$ cat src/hw/dcnt_regs.svh
// Register offsets, field positions, reset values and indexes of the link diagnostics block.
// Assumes inclusion by its bare name from the top module, the host model and the bench.
// Functional notes
// - Loopback control bit routes scrambler output straight into descrambler input.
// - In loopback nothing goes to the line and line transmitters power down.
// - Crossover result is reported as two fields, pair 0:1 and pair 2:3.
// - Polarity inversion is detected, corrected and reported per channel, four bits.
// - Channel 1 inversion flag is valid only once auto-negotiation has completed.
// - Channel 0, 2 and 3 inversion flags are valid only while link is up.
// - Good received packets are counted in 48 bits, read as low, mid, high.
// - Reading good-packet low word snapshots mid and high; low is read first.
// - Reading good-packet high word last clears its live count (the snapshot stays); an event in that cycle counts as one.
// - CRC errors are counted in 48 bits, read as low, mid and high words.
// - CRC low read latches mid and high; the high read clears the counter.
// - Receive errors during packet data are counted in one 16-bit register.
// - Receive errors during idle are counted in a separate 16-bit register.
// - Transmitted packets are counted in 48 bits, read as low, mid, high.
// - Transmit low read latches mid and high; the high read clears it.
// - Counters are read-only, reached through an address port and read-data port.
`ifndef DCNT_REGS_SVH
`define DCNT_REGS_SVH
// Byte offsets on the register bus.
`define DCNT_OFF_CTRL     12'h000
`define DCNT_OFF_STAT     12'h004
`define DCNT_OFF_IRQ_STAT 12'h008
`define DCNT_OFF_IRQ_MASK 12'h00C
`define DCNT_OFF_ADV_ADDR 12'h010
`define DCNT_OFF_ADV_DATA 12'h014
// Control and status field positions.
`define DCNT_CTRL_LOOP    0
`define DCNT_STAT_LINK    0
`define DCNT_STAT_ANDONE  1
`define DCNT_STAT_XOVER_A 2
`define DCNT_STAT_XOVER_B 3
`define DCNT_STAT_POL_LSB 4
`define DCNT_STAT_C1_VLD  8
`define DCNT_STAT_C023_VLD 9
`define DCNT_STAT_LOOP    10
// Interrupt event bits.
`define DCNT_EV_LINK      0
`define DCNT_EV_ANDONE    1
`define DCNT_EV_XOVER     2
`define DCNT_EV_POL       3
`define DCNT_IRQ_MASK_RST 4'h0
// Indexes of the indirect counter words.
`define DCNT_IDX_GOOD_LO  5'h00
`define DCNT_IDX_CRC_LO   5'h03
`define DCNT_IDX_RXE_DATA 5'h06
`define DCNT_IDX_RXE_IDLE 5'h07
`define DCNT_IDX_TX_LO    5'h08
`define DCNT_IDX_HI_STEP  5'h02
`define DCNT_IDX_MID_STEP 5'h01
`define DCNT_SAT16        16'hFFFF
`endif

$ cat src/hw/dcnt_pkg.sv
// Types shared by the link diagnostics block and its counter slices.
// Assumes the constants header sits beside it.
`default_nettype none
package dcnt_pkg;
  typedef logic [15:0] dcnt_word_t;
  typedef logic [47:0] dcnt_cnt48_t;
  typedef logic [11:0] dcnt_addr_t;
  typedef logic [31:0] dcnt_data_t;
  typedef logic [4:0]  dcnt_idx_t;

  // Bus response phase of the register slave.
  typedef enum logic {DCNT_ST_IDLE, DCNT_ST_RESP} dcnt_apb_st_t;

  // State of one 48-bit counter slice.
  typedef struct packed {
    dcnt_cnt48_t cnt;
    logic [31:0] snap;
  } dcnt_ctr_st_t;
endpackage : dcnt_pkg
`default_nettype wire

$ cat src/hw/dcnt_ctr_if.sv
// Signals between the top module and one 48-bit counter slice.
// Assumes a single clock shared by both ends.
`default_nettype none
interface dcnt_ctr_if;
  import dcnt_pkg::*;
  logic       inc;
  logic       rd_lo;
  logic       rd_hi;
  dcnt_word_t lo;
  dcnt_word_t mid;
  dcnt_word_t hi;
  modport ctr  (input inc, rd_lo, rd_hi, output lo, mid, hi);
  modport user (output inc, rd_lo, rd_hi, input lo, mid, hi);
endinterface : dcnt_ctr_if
`default_nettype wire

$ cat src/hw/dcnt_top.sv
// Link diagnostics: loopback routing, crossover and polarity status, statistics counters,
// interrupt, all behind an APB slave.
// Assumes every input is synchronous to I_SYS_CLK and event inputs are one-cycle pulses.
`default_nettype none
`include "dcnt_regs.svh"
module dcnt_top (
  input  wire logic              I_SYS_CLK,
  input  wire logic              I_ARST_N,
  input  wire logic              I_PSEL,
  input  wire logic              I_PENABLE,
  input  wire logic              I_PWRITE,
  input  wire dcnt_pkg::dcnt_addr_t I_PADDR,
  input  wire dcnt_pkg::dcnt_data_t I_PWDATA,
  output var  dcnt_pkg::dcnt_data_t O_PRDATA,
  output var  logic              O_PREADY,
  output var  logic              O_PSLVERR,
  input  wire logic [7:0]        I_SCR_TX_DATA,
  input  wire logic              I_TX_VALID,
  input  wire logic [7:0]        I_LINE_RX_DATA,
  output var  logic [7:0]        O_LINE_TX_DATA,
  output var  logic              O_LINE_TX_EN,
  output var  logic              O_TX_PWR_EN,
  output var  logic [7:0]        O_DESCR_RX_DATA,
  input  wire logic              I_LINK_UP,
  input  wire logic              I_AN_DONE,
  input  wire logic              I_CROSSOVER_PAIR_A_RESULT,
  input  wire logic              I_CROSSOVER_PAIR_B_RESULT,
  input  wire logic [3:0]        I_CHAN_POL_DETECT,
  output var  logic [3:0]        O_POL_CORRECT,
  input  wire logic              I_GOOD_PKT,
  input  wire logic              I_CRC_ERR,
  input  wire logic              I_TX_PKT,
  input  wire logic              I_RXERR_DATA,
  input  wire logic              I_RXERR_IDLE,
  output var  logic              O_IRQ
);
  import dcnt_pkg::*;

  // Whole state of the block in one record.
  typedef struct packed {
    dcnt_apb_st_t apb_st;
    logic         apb_err;
    dcnt_data_t   prdata;
    logic         loopback;
    logic [3:0]   irq_mask;
    logic [3:0]   irq_stat;
    logic         irq;
    logic         link_up;
    logic         an_done;
    logic         crossover_pair_a_result;
    logic         crossover_pair_b_result;
    logic         chan3_inverted_flag;
    logic         chan2_inverted_flag;
    logic         chan1_inverted_flag;
    logic         chan0_inverted_flag;
    dcnt_idx_t    adv_idx;
    dcnt_word_t   rxerr_data;
    dcnt_word_t   rxerr_idle;
    logic [7:0]   line_tx;
    logic         line_tx_en;
    logic         tx_pwr_en;
    logic [7:0]   descr_rx;
  } dcnt_top_st_t;

  dcnt_top_st_t st_ff;
  dcnt_top_st_t nxt_st;

  // Counter slices: 0 good packets, 1 CRC errors, 2 transmitted packets.
  logic [2:0]  ctr_inc;
  wire logic [2:0] ctr_rd_lo;
  wire logic [2:0] ctr_rd_hi;
  wire dcnt_word_t ctr_lo  [3];
  wire dcnt_word_t ctr_mid [3];
  wire dcnt_word_t ctr_hi  [3];
  logic        adv_rd;
  logic        setup;
  logic        acc_done;
  logic        wr_en;
  logic [3:0]  pol_now;
  logic [3:0]  pol_old;
  logic [3:0]  irq_ev;
  logic [3:0]  irq_clr;

  // Index of the low word of a counter slice.
  function automatic dcnt_idx_t ctr_base(input int k);
    case (k)
      0:       ctr_base = `DCNT_IDX_GOOD_LO;
      1:       ctr_base = `DCNT_IDX_CRC_LO;
      default: ctr_base = `DCNT_IDX_TX_LO;
    endcase
  endfunction : ctr_base

  // True for the byte offsets that this slave answers.
  function automatic logic is_mapped(input dcnt_addr_t a);
    case (a)
      `DCNT_OFF_CTRL, `DCNT_OFF_STAT, `DCNT_OFF_IRQ_STAT,
      `DCNT_OFF_IRQ_MASK, `DCNT_OFF_ADV_ADDR, `DCNT_OFF_ADV_DATA: is_mapped = 1'b1;
      default: is_mapped = 1'b0;
    endcase
  endfunction : is_mapped

  assign ctr_inc = {I_TX_PKT, I_CRC_ERR, I_GOOD_PKT};

  // Each slice is strobed when its low or high word is read through the data port.
  for (genvar k = 0; k < 3; k++) begin : g_ctr
    dcnt_ctr_if u_if ();
    assign u_if.inc   = ctr_inc[k];
    assign u_if.rd_lo = ctr_rd_lo[k];
    assign u_if.rd_hi = ctr_rd_hi[k];
    assign ctr_lo[k]  = u_if.lo;
    assign ctr_mid[k] = u_if.mid;
    assign ctr_hi[k]  = u_if.hi;
    assign ctr_rd_lo[k] = adv_rd && (st_ff.adv_idx == ctr_base(k));
    assign ctr_rd_hi[k] = adv_rd &&
                          (st_ff.adv_idx == ctr_base(k) + `DCNT_IDX_HI_STEP);
    dcnt_ctr48 u_ctr (
      .i_clk    (I_SYS_CLK),
      .i_arst_n (I_ARST_N),
      .bus      (u_if)
    );
  end

  // Bus phases: side effects of reads happen in the setup cycle, writes at completion.
  assign setup    = I_PSEL && !I_PENABLE;
  assign acc_done = I_PSEL && I_PENABLE && (st_ff.apb_st == DCNT_ST_RESP);
  assign wr_en    = acc_done && I_PWRITE && !st_ff.apb_err;
  assign adv_rd   = setup && !I_PWRITE && (I_PADDR == `DCNT_OFF_ADV_DATA);

  // Event detection for the interrupt status.
  assign pol_now = I_CHAN_POL_DETECT;
  assign pol_old = {st_ff.chan3_inverted_flag, st_ff.chan2_inverted_flag,
                    st_ff.chan1_inverted_flag, st_ff.chan0_inverted_flag};
  always_comb begin
    irq_ev = 4'h0;
    irq_ev[`DCNT_EV_LINK]   = I_LINK_UP != st_ff.link_up;
    irq_ev[`DCNT_EV_ANDONE] = I_AN_DONE && !st_ff.an_done;
    irq_ev[`DCNT_EV_XOVER]  = (I_CROSSOVER_PAIR_A_RESULT != st_ff.crossover_pair_a_result) ||
                              (I_CROSSOVER_PAIR_B_RESULT != st_ff.crossover_pair_b_result);
    irq_ev[`DCNT_EV_POL]    = pol_now != pol_old;
    irq_clr = (wr_en && (I_PADDR == `DCNT_OFF_IRQ_STAT)) ? I_PWDATA[3:0] : 4'h0;
  end

  // Read data of the indirect counter word selected by the address port.
  function automatic dcnt_word_t adv_word(input dcnt_idx_t idx);
    adv_word = 16'h0000;
    for (int k = 0; k < 3; k++) begin
      if (idx == ctr_base(k)) begin
        adv_word = ctr_lo[k];
      end
      if (idx == ctr_base(k) + `DCNT_IDX_MID_STEP) begin
        adv_word = ctr_mid[k];
      end
      if (idx == ctr_base(k) + `DCNT_IDX_HI_STEP) begin
        adv_word = ctr_hi[k];
      end
    end
    if (idx == `DCNT_IDX_RXE_DATA) begin
      adv_word = st_ff.rxerr_data;
    end
    if (idx == `DCNT_IDX_RXE_IDLE) begin
      adv_word = st_ff.rxerr_idle;
    end
  endfunction : adv_word

  // Next state of the whole block.
  always_comb begin
    nxt_st = st_ff;
    // Bus response one cycle after setup, read data and error captured with it.
    nxt_st.apb_st = setup ? DCNT_ST_RESP : DCNT_ST_IDLE;
    nxt_st.apb_err = setup && !is_mapped(I_PADDR);
    if (setup) begin
      nxt_st.prdata  = '0;
      if (!I_PWRITE) begin
        case (I_PADDR)
          `DCNT_OFF_CTRL: begin
            nxt_st.prdata[`DCNT_CTRL_LOOP] = st_ff.loopback;
          end
          `DCNT_OFF_STAT: begin
            nxt_st.prdata[`DCNT_STAT_LINK]    = st_ff.link_up;
            nxt_st.prdata[`DCNT_STAT_ANDONE]  = st_ff.an_done;
            nxt_st.prdata[`DCNT_STAT_XOVER_A] = st_ff.crossover_pair_a_result;
            nxt_st.prdata[`DCNT_STAT_XOVER_B] = st_ff.crossover_pair_b_result;
            nxt_st.prdata[`DCNT_STAT_POL_LSB +: 4] = pol_old;
            nxt_st.prdata[`DCNT_STAT_C1_VLD]  = st_ff.an_done;
            nxt_st.prdata[`DCNT_STAT_C023_VLD] = st_ff.link_up;
            nxt_st.prdata[`DCNT_STAT_LOOP]    = st_ff.loopback;
          end
          `DCNT_OFF_IRQ_STAT: begin
            nxt_st.prdata[3:0] = st_ff.irq_stat;
          end
          `DCNT_OFF_IRQ_MASK: begin
            nxt_st.prdata[3:0] = st_ff.irq_mask;
          end
          `DCNT_OFF_ADV_ADDR: begin
            nxt_st.prdata[4:0] = st_ff.adv_idx;
          end
          `DCNT_OFF_ADV_DATA: begin
            nxt_st.prdata[15:0] = adv_word(st_ff.adv_idx);
          end
          default: begin
            nxt_st.prdata = '0;
          end
        endcase
      end
    end
    // Register writes; status and data port are read-only.
    if (wr_en) begin
      case (I_PADDR)
        `DCNT_OFF_CTRL:     nxt_st.loopback = I_PWDATA[`DCNT_CTRL_LOOP];
        `DCNT_OFF_IRQ_MASK: nxt_st.irq_mask = I_PWDATA[3:0];
        `DCNT_OFF_ADV_ADDR: nxt_st.adv_idx  = I_PWDATA[4:0];
        default:            nxt_st.adv_idx  = st_ff.adv_idx;
      endcase
    end
    // Sampled line status and per-channel inversion flags.
    nxt_st.link_up = I_LINK_UP;
    nxt_st.an_done = I_AN_DONE;
    nxt_st.crossover_pair_a_result = I_CROSSOVER_PAIR_A_RESULT;
    nxt_st.crossover_pair_b_result = I_CROSSOVER_PAIR_B_RESULT;
    nxt_st.chan0_inverted_flag = pol_now[0];
    nxt_st.chan1_inverted_flag = pol_now[1];
    nxt_st.chan2_inverted_flag = pol_now[2];
    nxt_st.chan3_inverted_flag = pol_now[3];
    // Sticky interrupt status, an event in the clearing cycle wins.
    nxt_st.irq_stat = (st_ff.irq_stat & ~irq_clr) | irq_ev;
    nxt_st.irq = |(nxt_st.irq_stat & nxt_st.irq_mask);
    // Saturating receive error counters.
    if (I_RXERR_DATA && (st_ff.rxerr_data != `DCNT_SAT16)) begin
      nxt_st.rxerr_data = st_ff.rxerr_data + 16'h0001;
    end
    if (I_RXERR_IDLE && (st_ff.rxerr_idle != `DCNT_SAT16)) begin
      nxt_st.rxerr_idle = st_ff.rxerr_idle + 16'h0001;
    end
    // Loopback path: scrambler output to descrambler, line silent and powered down.
    nxt_st.descr_rx   = st_ff.loopback ? I_SCR_TX_DATA : I_LINE_RX_DATA;
    nxt_st.line_tx    = st_ff.loopback ? 8'h00 : I_SCR_TX_DATA;
    nxt_st.line_tx_en = !st_ff.loopback && I_TX_VALID;
    nxt_st.tx_pwr_en  = !st_ff.loopback;
  end

  // State register; counters and control at zero after reset.
  always_ff @(posedge I_SYS_CLK or negedge I_ARST_N) begin
    if (!I_ARST_N) begin
      st_ff          <= '0;
      st_ff.irq_mask <= `DCNT_IRQ_MASK_RST;
    end else begin
      st_ff <= nxt_st;
    end
  end

  // Outputs straight from the state register.
  assign O_PRDATA        = st_ff.prdata;
  assign O_PREADY        = st_ff.apb_st == DCNT_ST_RESP;
  assign O_PSLVERR       = st_ff.apb_err;
  assign O_LINE_TX_DATA  = st_ff.line_tx;
  assign O_LINE_TX_EN    = st_ff.line_tx_en;
  assign O_TX_PWR_EN     = st_ff.tx_pwr_en;
  assign O_DESCR_RX_DATA = st_ff.descr_rx;
  assign O_POL_CORRECT   = pol_old;
  assign O_IRQ           = st_ff.irq;
endmodule : dcnt_top
`default_nettype wire

$ cat src/hw/dcnt_ctr48.sv
// One 48-bit statistics counter with a snapshot taken on the low-word read.
// Assumes read strobes are one-cycle pulses from the top module.
`default_nettype none
module dcnt_ctr48 (
  input wire logic i_clk,
  input wire logic i_arst_n,
  dcnt_ctr_if.ctr  bus
);
  import dcnt_pkg::*;

  dcnt_ctr_st_t st_ff;
  dcnt_ctr_st_t nxt_st;

  // Next state: snapshot on the low read, clear on the high read, count always.
  always_comb begin
    nxt_st = st_ff;
    if (bus.rd_lo) begin
      nxt_st.snap = st_ff.cnt[47:16];
    end
    if (bus.rd_hi) begin
      nxt_st.cnt = {47'h0000_0000_0000, bus.inc};
    end else if (bus.inc) begin
      nxt_st.cnt = st_ff.cnt + 48'h0000_0000_0001;
    end
  end

  // State register, zero after reset.
  always_ff @(posedge i_clk or negedge i_arst_n) begin
    if (!i_arst_n) begin
      st_ff <= '0;
    end else begin
      st_ff <= nxt_st;
    end
  end

  // Low word is live; mid and high come from the snapshot.
  assign bus.lo  = st_ff.cnt[15:0];
  assign bus.mid = st_ff.snap[15:0];
  assign bus.hi  = st_ff.snap[31:16];
endmodule : dcnt_ctr48
`default_nettype wire

$ cat config.mk
export PLATFORM = sky130hd
export DESIGN_NAME = dcnt_top
export DESIGN_NICKNAME = d
export VERILOG_FILES = /design/src/hw/dcnt_pkg.sv /design/src/hw/dcnt_ctr_if.sv /design/src/hw/dcnt_top.sv /design/src/hw/dcnt_ctr48.sv
export VERILOG_INCLUDE_DIRS = /design/src /design/src/hw
export SDC_FILE = /design/constraint.sdc
export NUM_CORES = 1
export LEC_CHECK = 0
export BUFFER_PORTS_ARGS = -buffer_cell sky130_fd_sc_hd__buf_2
export CELL_PAD_IN_SITES_DETAIL_PLACEMENT = 1
export CELL_PAD_IN_SITES_GLOBAL_PLACEMENT = 2
export CORE_ASPECT_RATIO = 1.5
export CORE_MARGIN = 1
export CORE_UTILIZATION = 25
export CTS_BUF_LIST = sky130_fd_sc_hd__clkbuf_4
export CTS_CLUSTER_SIZE = 28
export DETAILED_ROUTE_END_ITERATION = 16
export GPL_TIMING_DRIVEN = 0
export PLACE_DENSITY_LB_ADDON = 0.1
export RECOVER_POWER = 100
export SYNTH_ARGS = -nofsm -noshare
export SYNTH_HDL_FRONTEND = slang
export SYNTH_SLANG_ARGS = --single-unit
$ cat constraint.sdc
create_clock -name I_SYS_CLK -period 5.5 [get_ports I_SYS_CLK]
set_input_delay 1.1 -clock I_SYS_CLK [delete_from_list [all_inputs] [get_ports I_SYS_CLK]]
set_output_delay 1.1 -clock I_SYS_CLK [all_outputs]
set_load 0.02 [all_outputs]
## Yosys cells after proc, flatten, opt, wreduce, memory -nomap -nowiden

Index checks and enable logic that the tools add are counted.

- Register bits: 347
- Input bits: 79
- Logic and storage cells: 144

- Add/sub/neg operators: 11
- Equal/unequal tests: 27
- Muxes and demuxes: 39
- Bitwise logic cells: 4
- Reduce and logical (&&, ||, !) cells: 35

Operators with widths:

| cell | count |
|---|---|
| 48-bit 2-to-1 mux | 6 |
| 16-bit 2-to-1 mux | 12 |
| 48-bit by 1-bit adder with 48-bit output (second input constant) | 3 |
| 5-bit 2-to-1 mux | 10 |
| 5-bit equality test | 9 |
| 16-bit by 1-bit adder with 16-bit output (second input constant) | 2 |
| 16-bit != test (second input constant) | 2 |
| 12-bit by 4-bit equality test with 1-bit output (second input constant) | 2 |
| 12-bit by 5-bit equality test with 1-bit output (second input constant) | 2 |
| 1-bit logical AND | 19 |
| 8-bit 2-to-1 mux | 2 |
| 5-bit by 1-bit adder with 5-bit output (second input constant) | 3 |
| 5-bit by 2-bit adder with 5-bit output (second input constant) | 3 |
| 5-bit by 3-bit equality test with 1-bit output (second input constant) | 3 |
| 3-bit case mux with 5 select lines | 1 |
| 12-bit by 3-bit equality test with 1-bit output (second input constant) | 1 |
| 12-bit zero test | 1 |
| 4-bit 2-to-1 mux | 3 |
| 6-bit case mux with 2 select lines | 1 |
| 5-bit by 2-bit equality test with 1-bit output (second input constant) | 2 |
| 5-bit by 4-bit equality test with 1-bit output (second input constant) | 2 |
| 4-bit AND | 2 |
| 1-bit zero test | 6 |
| 1-bit case mux with 6 select lines | 1 |
| other kinds (12) | 18 |

## Logic depth before layout (Yosys ltp)

- Depth in word-level cells: 18
- Depth in mapped cells: 9
- Mapped depth without buffers: 7

## Modules after synthesis

Synthesis repeated with hierarchy kept, for this count alone.

- Cell total of the unflattened synthesis: 1886
- Area total of the unflattened synthesis: 18691.7 µm²

By module, submodules not included:

| module | instances | cells each | area an instance (µm²) | seq. area each (µm²) |
|---|---|---|---|---|
| dcnt_ctr48 | 3 | 380 | 4053.9 | 2001.9 |
| dcnt_top | 1 | 746 | 6530.0 | 2277.2 |

## Least setup slack after synthesis

Ideal clock, no wire load.

- Path kind: input-to-reg
- Start: input I_PADDR[1]
- End: register g_ctr[0].u_ctr.st_ff (netlist bit g_ctr[0].u_ctr.bus.hi[10])
- Arrival time: 2924 ps
- Slack: 2448 ps
- Stages on the path: 6
- Path buffers: 1
- Cell sequence: or4_1 nor4_2 nand2_1 nor4b_4 buf_2 mux2_1

- Word-level cells in the longest chain between the ends: 3

Ends and longest elaborated chain:

| what | RTL line | source |
|---|---|---|
| from (decl) | dcnt_top.sv:12 | `input wire dcnt_pkg::dcnt_addr_t I_PADDR,` |
| 12-bit by 5-bit equality test with 1-bit output | -- |  |
| 1-bit logical AND | dcnt_top.sv:127 | `` assign adv_rd = setup && !I_PWRITE && (I_PADDR == `DCNT_OFF_ADV_DATA); `` |
| 1-bit logical AND | dcnt_top.sv:113 | `assign ctr_rd_lo[k] = adv_rd && (st_ff.adv_idx == ctr_base(k));` |
| to (signal assigned) | dcnt_ctr48.sv:32 | `st_ff <= nxt_st;` |
| to (decl) | dcnt_ctr48.sv:11 | `dcnt_ctr_st_t st_ff;` |

Every way passes these cells.
A chain may end at the register's enable or synchronous reset.

## Worst setup path in the final report

- Start: input I_PADDR[0]
- End: register g_ctr[0].u_ctr.st_ff (netlist bit g_ctr[0].u_ctr.bus.mid[12])

Same word-level chain as after synthesis.

==> key figures <==
Clock network
  • Max Buffers Root-to-Sink: 3
  • Total of hold buffers inserted after clock tree synthesis: 0
  • Worst-path clk slew: 0.07 ns
  • Count of clock tree sinks: 331
  • Maximum level of the CTS H-tree: 3
  • CTS tree: done
  • CTS-repair resized insts: 0
  • Clock root buffer master: sky130_fd_sc_hd__clkbuf_4
  • Post CTS Setup Buffer Count: 0
  • Total CTS buffers: 93
  • Worst skew pair latency: 0.94 ns

Finish
  • Net count reported at finish: 1901
  • Seq. cell area: 8283 um^2
  • Final cell count without fillers: 2762
  • Layout-stage area growth over the synthesis result: 16.33%
  • Fraction of final layout cells sized beyond drive strength 1: 18.78%
  • Filler Cells Inserted: 7655
  • Area used by multi-input combinational logic: 7651 um^2

Floorplan
  • Top-level port count: 136
  • Width of the die: 213.4 um
  • DIE AREA: 68090 um^2
  • Row Count: 115
  • Area of the core: 65900 um^2
  • Floorplan die height: 319.1 um
  • Initial cell density of the core: 25.43%

STA
  • Hold Vio Cnt, Final: 0
  • Number of pins with negative max-slew slack in the final report: 74
  • Final period demand of the worst path: 4.334 ns
  • Final sum of negative setup slack: 0 ns
  • Unrepaired setup endpoints after global routing: false
  • Worst-case clock skew: 0.07967 ns
  • Worst slew margin relative to its limit: -138.1%
  • Setup slack of the critical path after layout: 1.166 ns
  • Share of the clock period used by the worst path: 78.80%
  • Total of endpoints with negative setup slack in the final report: 0
  • Worst-Margin Slew: 3.571 ns
  • Highest clock frequency the design can meet: 0.2307 GHz

Yosys
  • Flops & latches, synth: 331
  • Part of the Yosys area used for sequential elements: 49.43%
  • Warnings from Yosys: 0
  • Synthesized-area fraction occupied by xor and xnor cells: 8.206%
  • Largest area contributor in the netlist: sky130_fd_sc_hd__dfrtp_1
  • Gate Count Post-Synth: 1614
  • Area fraction in compound gates after synthesis: 9.214%
  • Fraction of the mapped netlist area in adder cells: 0.3734%
  • Mapped Area: 16760 um^2
  • Post-synthesis share of cell area spent on and, or, nand and nor gates: 18.65%
  • Syn_area_per_cell: 10.38 um^2
  • Post-synthesis mux area share: 9.028%
  • Number of enable-type register cells in the synthesized netlist: 0
  • Leading post-synthesis cells by cell area: sky130_fd_sc_hd__dfrtp_1 (49%), sky130_fd_sc_hd__mux2_2 (5.6%), sky130_fd_sc_hd__xnor2_1 (4.9%)
  • FFs w/ async S/R, synth: 100.0%
  • Netlist cell types: 75
  • Most used flip-flop cell after synthesis: sky130_fd_sc_hd__dfrtp_1
  • Portion of synthesized cell area occupied by the leading cell type: 49.43%
  • Combinational family with the most area after synthesis: simple AND/OR/NAND/NOR gates

Detailed routing
  • Antenna-violating nets left: 0
  • Iteration-0 DRC Markers: 546
  • DR pass1 iterations: 5
  • DR WL/cell: 22.11 um
  • Final routed DRC violation total: 0
  • Average via count per standard cell: 4.813
  • Total detailed-routing wirelength: 61060 um
  • Vias after detailed routing: 13290

Worst setup path
  • Critical Path Start Type: input port
  • Number of cells traversed by the worst register-to-register path: 9
  • Critical register-to-register path endpoint: O_PRDATA[13]
  • Highest fanout seen on the critical path: 10
  • Setup crit end kind: register
  • Critical path class: in -> reg
  • Reg2Reg Setup Slack: 1.26 ns
  • Worst reg2reg startpoint: st_ff[52]
  • CP arrival: 5.15 ns
  • Req. time, crit path: 6.32 ns

Hold path
  • End point of the most critical hold path: O_POL_CORRECT[0]
  • Path category of the worst min-delay check: in -> reg
  • Worst hold path cell count: 1
  • Start point of the worst hold path: I_CHAN_POL_DETECT[0]

Placement
  • GPL Wtd Cong: 0.8337
  • DP Wirelength: 46030 um
  • Post-placement setup slack: 1.052 ns
  • Count of placed standard cells including taps: 2599
  • Count of input and output buffers: 90

Power
  • Maximum vdd ir drop: 0.1080 mV
  • Power per Cell Area: 290.9 nW/um^2
  • Total power: 5.670 mW
  • Leakage power total: 8.412 nW

Run status
  • Outcome: finished, violations left
  • Failing checks: max-capacitance violations, max-slew violations

Global route
  • Residual overflow from global routing: 0
  • Initial antenna violation count: 3
  • Largest net degree at the start of global routing: 104
  • Number of global-route vias before repair: 14270
  • Wire length of the first global-routing pass: 92660 um
  • Global router's overall resource usage: 18.41%

Job
  • Max Cap Viol: 3
[placed cells by master (no fill, tap or decap), types with 20 or more instances in the layout]
| cell | netlist | layout |
|---|---|---|
| sky130_fd_sc_hd__a21oi_1 | 47 | 47 |
| sky130_fd_sc_hd__nor2_1 | 162 | 163 |
| sky130_fd_sc_hd__nand4_1 | 49 | 49 |
| sky130_fd_sc_hd__xnor2_1 | 94 | 94 |
| sky130_fd_sc_hd__nand2_1 | 109 | 109 |
| sky130_fd_sc_hd__a22oi_1 | 20 | 20 |
| sky130_fd_sc_hd__clkbuf_1 | 40 | 114 |
| sky130_fd_sc_hd__inv_1 | 26 | 26 |
| sky130_fd_sc_hd__xor2_1 | 63 | 63 |
| sky130_fd_sc_hd__clkbuf_4 | 0 | 131 |
| sky130_fd_sc_hd__mux2i_1 | 24 | 24 |
| sky130_fd_sc_hd__buf_2 | 35 | 53 |
| sky130_fd_sc_hd__mux2_2 | 83 | 80 |
| sky130_fd_sc_hd__clkinv_1 | 0 | 20 |
| sky130_fd_sc_hd__and3_1 | 29 | 29 |
| sky130_fd_sc_hd__nand3_1 | 63 | 64 |
| sky130_fd_sc_hd__mux2_1 | 30 | 33 |
| sky130_fd_sc_hd__and4_1 | 25 | 25 |
| sky130_fd_sc_hd__nor3_1 | 34 | 34 |
| sky130_fd_sc_hd__o21ai_0 | 74 | 74 |
| sky130_fd_sc_hd__dfrtp_1 | 331 | 331 |
| sky130_fd_sc_hd__buf_4 | 55 | 54 |
[registers in the layout, indices dropped and copies added (netlist names)]
name	flops
O_DESCR_RX_DATA	8
O_PSLVERR	1
O_LINE_TX_DATA	8
O_PRDATA	16
O_PREADY	1
g_ctr.u_ctr.bus.mid	48
O_IRQ	1
O_POL_CORRECT	4
O_TX_PWR_EN	1
O_LINE_TX_EN	1
st_ff	50
g_ctr.u_ctr.bus.lo	48
g_ctr.u_ctr.st_ff	96
g_ctr.u_ctr.bus.hi	48
[worst max-delay path, cell delays in order]
cell                       delay, ns
sky130_fd_sc_hd__buf_2          0.10
sky130_fd_sc_hd__or4_1          0.56
sky130_fd_sc_hd__nor4_1         0.81
sky130_fd_sc_hd__nand2_1        0.25
sky130_fd_sc_hd__nor4b_1        1.38
sky130_fd_sc_hd__clkbuf_1       0.56
sky130_fd_sc_hd__mux2_1         0.38
[logic make-up after synthesis]
kind of cell	Yosys count
simple gates	592
flops	331
compound gates	233
buf+inv	158
xor+xnor	157
mux	137
fa+ha+maj	5
other cells	1
[stage by stage]
| step | hold WS (ns) | instance area, um^2 | utilization [%] |
|---|---|---|---|
| CTS | 0.08492 | 19620 | 29.77 |
| detailed placement | 0.4659 | 18460 | 28.01 |
| global placement | 0.4593 | 18360 | 27.86 |
| global route | 0.2574 | 19490 | 29.58 |
| floorplan | 0.4400 | 16810 | - |
| finish | 0.3466 | 19490 | 29.58 |
[report_power, final]
group          total [mW]  internal [mW]  switching [mW]
registers            2.77           2.57           0.203
logic               0.558          0.224           0.334
clock network        2.34           1.18            1.15
total                5.67           3.98            1.69
[cells in the mapped netlist (7+ instances only)]
cell	count
sky130_fd_sc_hd__inv_1	26
sky130_fd_sc_hd__nor2_1	162
sky130_fd_sc_hd__o21ai_0	74
sky130_fd_sc_hd__a221oi_1	16
sky130_fd_sc_hd__nor3_1	34
sky130_fd_sc_hd__a21oi_1	47
sky130_fd_sc_hd__xnor2_1	94
sky130_fd_sc_hd__or3_1	19
sky130_fd_sc_hd__nand2_1	109
sky130_fd_sc_hd__a2bb2oi_1	7
sky130_fd_sc_hd__mux2_2	83
sky130_fd_sc_hd__and2_1	15
sky130_fd_sc_hd__buf_4	55
sky130_fd_sc_hd__nor2b_1	19
sky130_fd_sc_hd__nand3_1	63
sky130_fd_sc_hd__nor4_2	9
sky130_fd_sc_hd__nand4_1	49
sky130_fd_sc_hd__mux2_1	30
sky130_fd_sc_hd__mux2i_1	24
sky130_fd_sc_hd__clkbuf_1	40
sky130_fd_sc_hd__and3_1	29
sky130_fd_sc_hd__buf_2	35
sky130_fd_sc_hd__dfrtp_1	331
sky130_fd_sc_hd__xor2_1	63
sky130_fd_sc_hd__a22oi_1	20
sky130_fd_sc_hd__nand3b_1	9
sky130_fd_sc_hd__and4_1	25
sky130_fd_sc_hd__nor4_1	18
[worst max-delay path by stage]
| stage | cells after the start | slack [ns] | to | startpoint |
|---|---|---|---|---|
| global placement | 1 | -3.83 | O_LINE_TX_DATA[7] | I_ARST_N |
| global route | 7 | 1.03 | g_ctr[0].u_ctr.bus.mid[12] | I_PADDR[1] |
| CTS | 9 | 2.01 | g_ctr[0].u_ctr.st_ff[49] | I_PADDR[1] |
| detailed placement | 9 | 1.05 | g_ctr[0].u_ctr.st_ff[49] | I_PADDR[1] |
| finish | 7 | 1.17 | g_ctr[0].u_ctr.bus.mid[12] | I_PADDR[0] |
| floorplan | 6 | 2.45 | g_ctr[0].u_ctr.bus.hi[10] | I_PADDR[1] |
[cell type report]
| cell class | count | share of cell area, % |
|---|---|---|
| Timing Repair Buffer | 93 | 2.407 |
| Buffer | 132 | 3.710 |
| Tap cell | 877 | 5.629 |
| Sequential cell | 331 | 42.49 |
| Clock buffer | 131 | 5.045 |
| Inverter | 26 | 0.5007 |
| Multi-Input combinational cell | 1140 | 39.25 |
| Clock inverter | 27 | 0.8986 |
| Antenna cell | 5 | 0.06419 |
[metal layers]
layer | GRT usage [%] | wire length, um | up-vias
met5 | 0 | 0 | -
met4 | 6.492 | 1602 | 0
met3 | 3.043 | 1994 | 92
met2 | 34.10 | 33170 | 238
met1 | 20.83 | 24300 | 6814
li1 | - | - | 6150
Note: power is estimated with default switching activity, not from simulation.
